**config.mk**
```make
export PLATFORM = sky130hd
export DESIGN_NAME = flash_cmd_ctrl
export DESIGN_NICKNAME = d
export VERILOG_FILES = /design/src/core/flash_cmd_ctrl.v /design/src/core/sync2.v
export VERILOG_INCLUDE_DIRS = /design/src /design/src/common
export SDC_FILE = /design/constraint.sdc
export NUM_CORES = 1
export LEC_CHECK = 0
export ABC_AREA = 1
export BUFFER_PORTS_ARGS = -buffer_cell sky130_fd_sc_hd__buf_2
export CELL_PAD_IN_SITES_DETAIL_PLACEMENT = 0
export CELL_PAD_IN_SITES_GLOBAL_PLACEMENT = 2
export CORE_UTILIZATION = 31
export CTS_CLUSTER_SIZE = 28
export DETAILED_ROUTE_END_ITERATION = 16
export MAX_ROUTING_LAYER = met4
export PLACE_DENSITY_LB_ADDON = 0.1
export SETUP_SLACK_MARGIN = 0.2
export SLEW_MARGIN = 30
export SYNTH_ARGS = -nofsm -noshare
export SYNTH_HDL_FRONTEND = slang
export SYNTH_SLANG_ARGS = --single-unit
```
**constraint.sdc**
```tcl
create_clock -name core_clk -period 6.35 [get_ports core_clk]
set_clock_uncertainty 0.2 [all_clocks]
set_input_delay 1.5875 -clock core_clk [delete_from_list [all_inputs] [get_ports core_clk]]
set_output_delay 1.5875 -clock core_clk [all_outputs]
set_load 0.02 [all_outputs]
```
**src/common/flash_cmd_regs.vh**
```
// opcodes, field positions, sizes and timing counts of the command block
`ifndef FLASH_CMD_REGS_VH
`define FLASH_CMD_REGS_VH
`define OP_SECTOR_ERASE 8'h7c
`define OP_PROG_BUF1 8'h82
`define OP_PROG_BUF2 8'h85
`define OP_CHIP_ERASE_B1 8'hc7
`define OP_CHIP_ERASE_B2 8'h94
`define OP_CHIP_ERASE_B3 8'h80
`define OP_CHIP_ERASE_B4 8'h9a
`define OP_PROT_B1 8'h3d
`define OP_PROT_B2 8'h2a
`define OP_PROT_B3 8'h7f
`define OP_PROT_EN_B4 8'ha9
`define OP_PROT_DIS_B4 8'h9a
`define PROT_BYTE_ON 8'hff
`define PROT_BYTE_OFF 8'h00
`define SECTOR_COUNT 16
`define BUF_BYTES_528 528
`define BUF_BYTES_512 512
`define BUF_ADDR_W 10
`define PAGE_ADDR_W 12
`define STATUS_BUSY_N_BIT 7
`define STATUS_PROT_BIT 1
`define STATUS_PAGE512_BIT 0
`define CLK_PERIOD_NS 5
`define SECTOR_ERASE_TIME_US 5000
`define CHIP_ERASE_TIME_US 40000
`define ERASE_PROGRAM_TIME_US 40
`define SECTOR_ERASE_CYCLES (`SECTOR_ERASE_TIME_US * 1000 / `CLK_PERIOD_NS)
`define CHIP_ERASE_CYCLES (`CHIP_ERASE_TIME_US * 1000 / `CLK_PERIOD_NS)
`define ERASE_PROGRAM_CYCLES (`ERASE_PROGRAM_TIME_US * 1000 / `CLK_PERIOD_NS)
`endif

```
**src/core/flash_cmd_ctrl.v**
```verilog
// serial command decoder and self-timed erase, program and protection control
`timescale 1ns/1ps
`include "flash_cmd_regs.vh"

// How it works
// - sector erase opcode erases exactly one sector
// - 528 mode: sector 0 uses nine page bits
// - 528 mode: sectors 1-15 use four bits
// - 512 mode: sector 0 uses address bits 20-12
// - 512 mode: sectors 1-15 use bits 20-17
// - any page inside a sector selects it
// - chip select rise starts erase, busy shown
// - four-byte chip erase, extra bytes ignored
// - chip erase starts on deselect, busy throughout
// - chip erase skips protected or locked sectors
// - pin protection waits for erase to finish
// - 528 mode program: twelve page, ten buffer bits
// - 512 mode program: nine buffer bits
// - data bytes fill buffer, wrapping to zero
// - deselect erases page, programs it, shows busy
// - status shows whether protection is enabled
// - sequence ending A9 enables protection on deselect
// - sequence ending 9A disables protection on deselect
// - disable ignored while write-protect pin asserted
// - protected sectors refuse program and erase
// - protection byte FF protects, 00 unprotects
module flash_cmd_ctrl #(
	parameter [31:0] SECTOR_ERASE_CYCLES = `SECTOR_ERASE_CYCLES,
	parameter [31:0] CHIP_ERASE_CYCLES = `CHIP_ERASE_CYCLES
) (
	// clock and reset
	input wire core_clk,
	input wire rst_n,
	// serial link pins
	input wire cs_n,
	input wire sck,
	input wire si,
	input wire wp_n,
	// configuration and protection table
	input wire page512,
	input wire [127:0] prot_bytes,
	input wire [15:0] lock_map,
	// status
	output wire rdy_busy_n,
	output reg [7:0] status_r,
	// array operation requests to the flash core
	output reg op_valid_r,
	output reg [1:0] op_kind_r,
	output reg [11:0] op_page_r,
	output reg [15:0] op_sector_mask_r,
	output reg [1:0] op_sub0_r,
	output reg op_buf_sel_r,
	// buffer write port
	output reg buf_we_r,
	output reg buf_sel_r,
	output reg [9:0] buf_addr_r,
	output reg [7:0] buf_data_r
);
	localparam OPK_SECTOR = 2'd0;
	localparam OPK_CHIP = 2'd1;
	localparam OPK_PROG = 2'd2;

	localparam ST_IDLE = 2'd0;
	localparam ST_BUSY = 2'd1;

	localparam [1:0] CMD_NONE = 2'd0;
	localparam [1:0] CMD_SECT = 2'd1;
	localparam [1:0] CMD_PROG = 2'd2;
	localparam [1:0] CMD_SEQ = 2'd3;

	localparam [31:0] PROG_CYCLES = `ERASE_PROGRAM_CYCLES;

	wire cs_n_s;
	wire sck_s;
	wire si_s;
	wire wp_n_s;

	sync2 u_sync_cs (.core_clk(core_clk), .rst_n(rst_n), .din(~cs_n),
		.rst_val(1'b1), .dout(cs_n_s));
	sync2 u_sync_sck (.core_clk(core_clk), .rst_n(rst_n), .din(sck),
		.rst_val(1'b0), .dout(sck_s));
	sync2 u_sync_si (.core_clk(core_clk), .rst_n(rst_n), .din(si),
		.rst_val(1'b0), .dout(si_s));
	sync2 u_sync_wp (.core_clk(core_clk), .rst_n(rst_n), .din(~wp_n),
		.rst_val(1'b1), .dout(wp_n_s));

	reg sck_d_r;
	reg cs_n_d_r;
	reg [7:0] shift_r;
	reg [2:0] bit_cnt_r;
	reg [2:0] byte_cnt_r;
	reg [1:0] cmd_r;
	reg [7:0] op_r;
	reg [23:0] addr_r;
	reg seq_ok_r;
	reg [7:0] last_byte_r;
	reg frame_ok_r;
	reg soft_prot_r;
	reg wp_prot_r;
	reg [1:0] state_r;
	reg [31:0] timer_r;
	reg page512_r;

	wire sck_rise = sck_s & ~sck_d_r;
	wire cs_rise = cs_n_s & ~cs_n_d_r;
	wire selected = ~cs_n_s;
	wire [7:0] byte_in = {shift_r[6:0], si_s};
	wire byte_done = selected & sck_rise & (bit_cnt_r == 3'd7);
	wire busy = (state_r == ST_BUSY);
	wire wp_on = ~wp_n_s;
	wire prot_en = soft_prot_r | wp_prot_r;

	// page field from the address bytes in either page mode
	wire [11:0] page_sel = page512_r ? addr_r[20:9] : addr_r[21:10];

	// sector decode: sectors 1-15 from the top four page bits
	wire [3:0] sect_num = page_sel[11:8];
	wire sect0b = (sect_num == 4'd0) & (page_sel[7:3] != 5'd0);

	// per-sector protection from the table, sector 0 split in two halves
	reg [15:0] prot_map;
	reg [1:0] prot0;
	integer i;
	always @* begin
		prot_map = 16'h0000;
		prot0 = {prot_bytes[7] & prot_bytes[6], prot_bytes[5] & prot_bytes[4]};
		for (i = 1; i < `SECTOR_COUNT; i = i + 1) begin
			prot_map[i] = (prot_bytes[i*8 +: 8] == `PROT_BYTE_ON);
		end
	end

	wire target_prot = (sect_num != 4'd0) ? prot_map[sect_num] :
		(sect0b ? prot0[0] : prot0[1]);
	wire target_lock = lock_map[sect_num];
	wire target_refused = (prot_en & target_prot) | target_lock;

	wire [15:0] chip_mask = ~(lock_map |
		({16{prot_en}} & {prot_map[15:1], prot0[1] & prot0[0]}));

	always @(posedge core_clk) begin
		if (!rst_n) begin
			sck_d_r <= 1'b0;
			cs_n_d_r <= 1'b1;
			shift_r <= 8'h00;
			bit_cnt_r <= 3'd0;
			byte_cnt_r <= 3'd0;
			cmd_r <= CMD_NONE;
			op_r <= 8'h00;
			addr_r <= 24'h000000;
			seq_ok_r <= 1'b0;
			last_byte_r <= 8'h00;
			frame_ok_r <= 1'b0;
			buf_we_r <= 1'b0;
			buf_sel_r <= 1'b0;
			buf_addr_r <= 10'h000;
			buf_data_r <= 8'h00;
			page512_r <= 1'b0;
		end else begin
			sck_d_r <= sck_s;
			cs_n_d_r <= cs_n_s;
			buf_we_r <= 1'b0;
			if (!selected) begin
				// an empty select must not replay the last command
				frame_ok_r <= 1'b0;
				bit_cnt_r <= 3'd0;
				byte_cnt_r <= 3'd0;
				if (!busy)
					page512_r <= page512;
			end else if (sck_rise) begin
				shift_r <= byte_in;
				bit_cnt_r <= bit_cnt_r + 3'd1;
				if (byte_done) begin
					if (byte_cnt_r != 3'd7)
						byte_cnt_r <= byte_cnt_r + 3'd1;
					case (byte_cnt_r)
					3'd0: begin
						op_r <= byte_in;
						frame_ok_r <= 1'b0;
						seq_ok_r <= (byte_in == `OP_CHIP_ERASE_B1) |
							(byte_in == `OP_PROT_B1);
						if (byte_in == `OP_SECTOR_ERASE)
							cmd_r <= CMD_SECT;
						else if (byte_in == `OP_PROG_BUF1 ||
							byte_in == `OP_PROG_BUF2)
							cmd_r <= CMD_PROG;
						else if (byte_in == `OP_CHIP_ERASE_B1 ||
							byte_in == `OP_PROT_B1)
							cmd_r <= CMD_SEQ;
						else
							cmd_r <= CMD_NONE;
					end
					3'd1, 3'd2, 3'd3: begin
						addr_r <= {addr_r[15:0], byte_in};
						if (cmd_r == CMD_SEQ) begin
							// strict byte match; any mismatch kills it
							if (op_r == `OP_CHIP_ERASE_B1)
								seq_ok_r <= seq_ok_r & ((byte_cnt_r == 3'd1) ?
									byte_in == `OP_CHIP_ERASE_B2 :
									(byte_cnt_r == 3'd2) ?
									byte_in == `OP_CHIP_ERASE_B3 :
									byte_in == `OP_CHIP_ERASE_B4);
							else
								seq_ok_r <= seq_ok_r & ((byte_cnt_r == 3'd1) ?
									byte_in == `OP_PROT_B2 :
									(byte_cnt_r == 3'd2) ?
									byte_in == `OP_PROT_B3 :
									(byte_in == `OP_PROT_EN_B4 ||
									byte_in == `OP_PROT_DIS_B4));
						end
						if (byte_cnt_r == 3'd3) begin
							last_byte_r <= byte_in;
							frame_ok_r <= 1'b1;
							if (cmd_r == CMD_PROG) begin
								buf_sel_r <= (op_r == `OP_PROG_BUF2);
								// first buffer location from the low address bits
								buf_addr_r <= page512_r ?
									{1'b0, addr_r[0], byte_in} :
									{addr_r[1:0], byte_in};
							end
						end
					end
					default: begin
						// extra bytes after a sequence are dropped
						if (cmd_r == CMD_PROG && !busy) begin
							buf_we_r <= 1'b1;
							buf_data_r <= byte_in;
						end
					end
					endcase
				end
			end
			// advance after each stored byte, wrapping at the buffer end
			if (buf_we_r) begin
				if (buf_addr_r == (page512_r ? 10'd511 : 10'd527))
					buf_addr_r <= 10'h000;
				else
					buf_addr_r <= buf_addr_r + 10'd1;
			end
		end
	end

	// deselect after a whole frame launches the operation
	wire frame_end = cs_rise & frame_ok_r & (bit_cnt_r == 3'd0);
	wire seq_chip = (cmd_r == CMD_SEQ) & seq_ok_r &
		(op_r == `OP_CHIP_ERASE_B1);
	wire seq_en = (cmd_r == CMD_SEQ) & seq_ok_r & (op_r == `OP_PROT_B1) &
		(last_byte_r == `OP_PROT_EN_B4);
	wire seq_dis = (cmd_r == CMD_SEQ) & seq_ok_r & (op_r == `OP_PROT_B1) &
		(last_byte_r == `OP_PROT_DIS_B4);

	always @(posedge core_clk) begin
		if (!rst_n) begin
			state_r <= ST_IDLE;
			timer_r <= 32'd0;
			op_valid_r <= 1'b0;
			op_kind_r <= OPK_SECTOR;
			op_page_r <= 12'h000;
			op_sector_mask_r <= 16'h0000;
			op_sub0_r <= 2'b00;
			op_buf_sel_r <= 1'b0;
			soft_prot_r <= 1'b0;
			wp_prot_r <= 1'b0;
			status_r <= 8'h80;
		end else begin
			op_valid_r <= 1'b0;
			// pin protection is held off while an erase is in progress
			if (!busy)
				wp_prot_r <= wp_on;
			case (state_r)
			ST_IDLE: begin
				if (frame_end && cmd_r == CMD_SECT && !target_refused) begin
					state_r <= ST_BUSY;
					timer_r <= SECTOR_ERASE_CYCLES;
					op_valid_r <= 1'b1;
					op_kind_r <= OPK_SECTOR;
					op_page_r <= page_sel;
					// one-hot mask: only one sector per command
					op_sector_mask_r <= 16'h0001 << sect_num;
					op_sub0_r <= (sect_num != 4'd0) ? 2'b00 :
						(sect0b ? 2'b01 : 2'b10);
				end else if (frame_end && cmd_r == CMD_PROG &&
					!target_refused) begin
					state_r <= ST_BUSY;
					timer_r <= PROG_CYCLES;
					op_valid_r <= 1'b1;
					op_kind_r <= OPK_PROG;
					op_page_r <= page_sel;
					op_buf_sel_r <= buf_sel_r;
				end else if (frame_end && seq_chip) begin
					state_r <= ST_BUSY;
					timer_r <= CHIP_ERASE_CYCLES;
					op_valid_r <= 1'b1;
					op_kind_r <= OPK_CHIP;
					op_sector_mask_r <= chip_mask;
					// mask bit 0 covers both halves; this keeps a guarded half
					op_sub0_r <= ~({2{prot_en}} & prot0) & {2{~lock_map[0]}};
				end else if (frame_end && seq_en) begin
					soft_prot_r <= 1'b1;
				end else if (frame_end && seq_dis && !wp_on) begin
					soft_prot_r <= 1'b0;
				end
			end
			ST_BUSY: begin
				if (timer_r <= 32'd1)
					state_r <= ST_IDLE;
				timer_r <= timer_r - 32'd1;
			end
			default: state_r <= ST_IDLE;
			endcase
			// status byte: ready in bit 7, protection in bit 1, page size in bit 0
			status_r <= {~busy, 5'b00000, prot_en, page512_r};
		end
	end

	assign rdy_busy_n = ~busy;
endmodule // flash_cmd_ctrl

```
**src/core/sync2.v**
```verilog
// two flip-flop synchroniser for one level from outside the clock domain
`timescale 1ns/1ps
module sync2 (
	// clock and reset
	input wire core_clk,
	input wire rst_n,
	// level in and out
	input wire din,
	input wire rst_val,
	output wire dout
);
	reg meta_r;
	reg stable_r;

	always @(posedge core_clk) begin
		if (!rst_n) begin
			meta_r <= 1'b0;
			stable_r <= 1'b0;
		end else begin
			meta_r <= din;
			stable_r <= meta_r;
		end
	end

	// rst_val kept for callers that want an idle-high line inverted outside
	assign dout = stable_r ^ rst_val;
endmodule // sync2

```
Yosys cells after proc, flatten, opt, wreduce, memory -nomap -nowiden. Index checks and enable logic that the tools add are counted.

Register bits: 164. Input bits: 151. Output and inout bits: 63. Word-level logic and storage cells: 242.

Add/sub/neg operators: 4. Magnitude comparators: 2. Equal/unequal tests: 46. Shift-type cells: 1. Mux-type cells: 56. Bitwise gates (word level): 42. Reductions and logical operators: 55.

Operators by type and width (count): 8-bit == test (second input constant) (26); 10-bit two-way mux (10); 32-bit two-way mux (3); 32-bit case mux with 2 select lines (1); 16-bit two-way mux (3); 12-bit two-way mux (3); 32-bit by 1-bit <= comparator with 1-bit output (second input constant) (1); 32-bit by 1-bit subtractor with 32-bit output (second input constant) (1); 2-bit two-way mux (14); 8-bit by 6-bit == test with 1-bit output (second input constant) (3); 2-bit nonzero test (11); 5-bit AND reduction (4); 1-bit bitwise AND (18); 1-bit two-way mux (17); 16-bit bitwise AND (1); 8-bit by 7-bit == test with 1-bit output (second input constant) (2); 16-bit inverter (1); 16-bit bitwise OR (1); 2-bit AND reduction (8); 1-bit by 4-bit << shifter with 16-bit output (first input constant) (1); 1-bit inverter (15); 4-bit AND reduction (3); 6-bit AND reduction (2); 10-bit by 1-bit adder with 10-bit output (second input constant) (1); other kinds (31) (56).

Longest topological paths before layout.
Depth after elaboration: 12. Depth in mapped cells: 21. Mapped depth without buffers: 19.

Hierarchy. Synthesis repeated with hierarchy kept, for this count alone.

Cells, all modules: 1351. Area, all modules: 8618.3 sq um.

By module, submodules not included: flash_cmd_ctrl (instances 1, cells an instance 1307, area an instance 8323.0 sq um, sequential area each 3002.9 sq um); sync2 (instances 4, cells an instance 11, area an instance 73.8 sq um, sequential area each 40.0 sq um).

Worst setup path after synthesis. OpenSTA, ideal clock, no wires.

Path kind: input to register. From: input prot_bytes[110]. To: register timer_r[11]. Library setup time: 0.070 ns. Data arrival time: 2.935 ns. Data required time: 6.080 ns. Path slack: 3.145 ns. Cell stages on the path: 14. Path buffers: 1. Cell sequence: nand4_1 or2_2 a21oi_1 nand2_1 nand2_1 nand2_1 nand2_2 nand2_4 o21ai_4 nand2_4 inv_4 buf_6 nand2_1 a21oi_1.

Longest elaborated chain between the ends: 11. Elaborated cells on any way between the ends: 14. Those cells by class: eq/ne: 2; mux: 6; bitwise: 2; reduce/logical: 4.

Ends and longest elaborated chain: start: declaration (RTL line flash_cmd_ctrl.v:41) `input wire [127:0] prot_bytes,`; 8-bit == test (no source line) (*); 1-bit binary-select mux with 4-bit select (*) (RTL line flash_cmd_ctrl.v:132) `wire target_prot = (sect_num != 4'd0) ? prot_map[sect_num] :`; 1-bit two-way mux (implied by the code) (*) (RTL line flash_cmd_ctrl.v:132); 1-bit two-way mux (*) (RTL line flash_cmd_ctrl.v:132); 1-bit bitwise AND (*) (RTL line flash_cmd_ctrl.v:135) `wire target_refused = (prot_en & target_prot) | target_lock;`; 1-bit bitwise OR (*) (RTL line flash_cmd_ctrl.v:135); 1-bit zero test (*) (RTL line flash_cmd_ctrl.v:271, flash_cmd_ctrl.v:282); 1-bit logical AND (RTL line flash_cmd_ctrl.v:281) `end else if (frame_end && cmd_r == CMD_PROG &&`; 32-bit two-way mux (RTL line flash_cmd_ctrl.v:281); 32-bit two-way mux (RTL line flash_cmd_ctrl.v:271) `if (frame_end && cmd_r == CMD_SECT && !target_refused) begin`; 32-bit case mux with 2 select lines (RTL line flash_cmd_ctrl.v:269) `case (state_r)`; end signal: assignment (RTL line flash_cmd_ctrl.v:306) `timer_r <= timer_r - 32'd1;`; end: declaration (RTL line flash_cmd_ctrl.v:101) `reg [31:0] timer_r;`.

Every way passes the cells marked *; elsewhere a longest branch is shown, timed or not. The select of a mux whose other input is x is not followed. A chain may end at the register's enable or synchronous reset.

Final worst setup path.
From: input prot_bytes[110]. To: register op_sub0_r[0].

Longest elaborated chain between the ends: 10. Elaborated cells on any way between the ends: 13. Those cells by class: eq/ne: 2; mux: 4; bitwise: 2; reduce/logical: 5.

Ends and longest elaborated chain: 8-bit == test (no source line) (*); 1-bit binary-select mux with 4-bit select (*) (RTL line flash_cmd_ctrl.v:132); 1-bit two-way mux (implied by the code) (*) (RTL line flash_cmd_ctrl.v:132); 1-bit two-way mux (*) (RTL line flash_cmd_ctrl.v:132); 1-bit bitwise AND (*) (RTL line flash_cmd_ctrl.v:135); 1-bit bitwise OR (*) (RTL line flash_cmd_ctrl.v:135); 1-bit zero test (*) (RTL line flash_cmd_ctrl.v:271, flash_cmd_ctrl.v:282); 1-bit logical AND, on equally long branches (RTL line flash_cmd_ctrl.v:271, flash_cmd_ctrl.v:281); 2-bit != test (no source line) / 2-bit nonzero test (equally long branches); 3-bit AND reduction (no source line); end signal: assignment (RTL line flash_cmd_ctrl.v:279) `op_sub0_r <= (sect_num != 4'd0) ? 2'b00 :`; end signal: assignment (RTL line flash_cmd_ctrl.v:296) `op_sub0_r <= ~({2{prot_en}} & prot0) & {2{~lock_map[0]}};`; end: declaration (RTL line flash_cmd_ctrl.v:51) `output reg [1:0] op_sub0_r,`.

Marks and branches as above.

==> impl_metrics.toml <==
[die]
floorplan.rows = 60
ios = 214
fp.dieH_um = 168
initial_core_util_pct = 31.7
core-area_um2 = 27000
die_area_um2 = 28300
dieWidth_um = 168

[placement]
dp.cells = 1814
port_buffers = 204
placed_area_um2 = 9800
dp_hpwl_um = 20700
place.gp.congestion = 0.803
dp_slack_ns = 2.36

[timing]
fmax_mhz = 284
period_share_pct = 55.4
worst_pin_slew_ns = 0.752
setup_viol = 0
hold_viol = 0
slew_headroom_pct = 49.9
fin_ws_ns = 2.83
fin_setup_tns_ns = 0
rsz0062_at_grt = "false"
whs_ns = 0.225
post-route-min-period_ns = 3.52
drv_slew = 0

[worst_setup_path]
cp_top_family = "simple AND/OR/NAND/NOR gates"
path_buf_inv = 1
criticalPathCategory = "in -> reg"
worstPathArrival_ns = 3.64
r2r_setup_slack_ns = 3.13
reg2reg_from = "page512_r"
max_stage_delay_ns = 0.34
reg2reg_depth = 15
crit_required_ns = 6.48
start_kind = "primary input"
slowest_stage = "or2_2"
crit_fanout = 34
crit_path_end_kind = "flop"
cp_common_cell = "nand2_1"
crit_chain = "buf_2, nand4_1, or2_2, a21oi_1, nand2_1, nand2_1, nand2_1, nand2_2, nand2_4, nand2_4, nand2_4, nand2_4, nand2_1, nand2_1, nor2_1"
rr_endpoint = "op_sub0_r[0]"
worstSetupPathDepth = 15

[clock_network]
clockBufferDepth = 2
cts_tree = "built"
cts_hold_buf = 0
path_clk_slew_ns = 0.07
cts_resized = 0
cts_buffers = 17
worstSkewPairLatency_ns = 0.44
root_buffer = "clkbuf_16"
cts_sinks = 158
cts_setup_buffers = 0
htreeDepth = 4

[logic_synthesis]
syn-instance-count = 1309
ys_ff_latch = 158
yosysWarnings = 0
synth.distinct_cells = 47
syn_avg_cell_area_um2 = 6.54
ys_seq_area_share_pct = 36.9
syn-cell-area_um2 = 8560

[final_layout]
nets = 1656
layout_commonest_cell = "nand2_1"
antenna_cells = 0
syn_to_final_growth_pct = 21.6
fin_util_pct = 38.5
most-common-layout-cells = "301 x nand2_1, 204 x buf_2, 202 x nor2_1"
drive_gt1_share_pct = 19.5
fillers = 2982
stdcell_area_um2 = 10400
fin_cells = 1846

[global_route]
grt_use_total_pct = 20.5
grt_max_degree = 46
antenna_found_initial = 0
grt_pass1_vias = 8182
grt-ovfl-total = 0
grt_pass1_wl_um = 44300

[power_and_ir_drop]
powerDensity_nw_per_um2 = 213
p_leak_nw = 4.92
finalPower_mw = 2.22
peakVddDrop_v = 0.000158

[detailed_routing]
avgRoutedWirePerCell_um = 15.0
dr.pass1.iters = 6
drc = 0
drt_iter0_drc = 492
antenna_left = 0
num_vias = 8685
wl_um = 27800
via_per_inst = 4.70

[min_path]
hold_end = "u_sync_sck.stable_r"
hold_start = "u_sync_sck.meta_r"
min_delay_path_depth = 2
hold_class = "reg -> reg"

[run_status]
status = "finished clean"

[flow_run]
maxCapViolCount = 0
registers in the layout, summed over array words and instances (netlist names), 2 cells and up:
signal,flops
op_sector_mask_r,16
cmd_r,2
byte_cnt_r,3
timer_r,32
buf_data_r,8
op_sub0_r,2
last_byte_r,8
shift_r,7
bit_cnt_r,3
addr_r,22
op_kind_r,2
status_r,3
op_r,8
buf_addr_r,10
op_page_r,12
metal layers:
layer  GRT usage, %  wire [um]  vias to the layer above
li1               -          -                     4595
met1           26.4      13400                     3905
met2           34.2      13100                      167
met3           2.63        898                       18
met4           4.74        295                        0
met5              -          0                        -
how the worst max path moves through the flow:
stage                    start                    to  slack, ns
2_1_floorplan  prot_bytes[110]           timer_r[11]       3.14
3_3_place_gp   prot_bytes[110]  op_sector_mask_r[14]       2.37
3_5_place_dp   prot_bytes[110]  op_sector_mask_r[14]       2.36
4_1_cts        prot_bytes[110]  op_sector_mask_r[14]       2.81
5_1_grt        prot_bytes[110]   op_sector_mask_r[9]       2.57
6_report       prot_bytes[110]          op_sub0_r[0]       2.83
power by group:
part / internal, mW / switching, mW
Sequential: 0.995 / 0.00596
Combinational: 0.0586 / 0.0846
Clock: 0.606 / 0.470
worst reg2reg max path, stage by stage (launching register included):
cell and delay [ns]:
dfxtp_2 0.69, nand2_1 0.20, o21ai_4 0.18, inv_2 0.19, nor2_2 0.27, nor2_1 0.08
nand2_1 0.06, nand3_1 0.06, nand2_1 0.11, nand2_4 0.10, nand2_4 0.32, nand2_4 0.15
nand2_4 0.30, nand2_1 0.09, nand2_1 0.07, nor2_1 0.05
final cells by class:
type	instances	area, um^2	area share (%)
inverter	143	542	5.21
tap	341	427	4.10
clock buffer	18	439	4.22
timing repair buffer	210	1070	10.2
multi-input combinational	962	4600	44.2
clock inverter	14	169	1.62
sequential	158	3160	30.4
cells by family (layout without fill, tap and decap cells):
group / count (synthesis) / after routing / synth area share (%)
other: 1 / 5 / 0.0438
xor gates and xnor gates: 17 / 17 / 1.74
AOI/OAI and AO/OA: 271 / 271 / 17.0
DFF: 158 / 158 / 36.9
buffers and inverters: 193 / 385 / 9.56
adders and majority gates: 13 / 13 / 1.90
and+or+nand+nor: 656 / 656 / 32.9
cells in the mapped netlist, drive strengths merged:
| library cell | count | share of area [%] |
|---|---|---|
| inv | 138 | 6.1 |
| o21ai | 128 | 8.0 |
| a31o | 1 | 0.10 |
| buf | 25 | 2.1 |
| dfxtp | 158 | 37 |
| o311ai | 1 | 0.10 |
| xnor2 | 5 | 0.51 |
| o41ai | 1 | 0.10 |
| a221oi | 2 | 0.20 |
| or3 | 1 | 0.073 |
| nor3 | 6 | 0.41 |
| a31oi | 3 | 0.22 |
| and3 | 1 | 0.073 |
| a21oi | 126 | 7.4 |
| clkinv | 5 | 0.22 |
| xor2 | 12 | 1.2 |
| or2 | 13 | 0.98 |
| ha | 13 | 1.9 |
| o31ai | 1 | 0.088 |
| a311oi | 1 | 0.10 |
| nor2 | 212 | 9.6 |
| a211oi | 2 | 0.18 |
| o221a | 1 | 0.13 |
| a2111o | 1 | 0.13 |
| conb | 1 | 0.044 |
| nand3b | 5 | 0.44 |
| nand3 | 63 | 3.7 |
| o21a | 1 | 0.088 |
| nand4 | 30 | 2.2 |
| clkbuf | 25 | 1.1 |
| nand2 | 314 | 15 |
| nor4 | 11 | 0.80 |
| o211ai | 2 | 0.18 |
No activity file was read; power rests on OpenSTA's default activity.
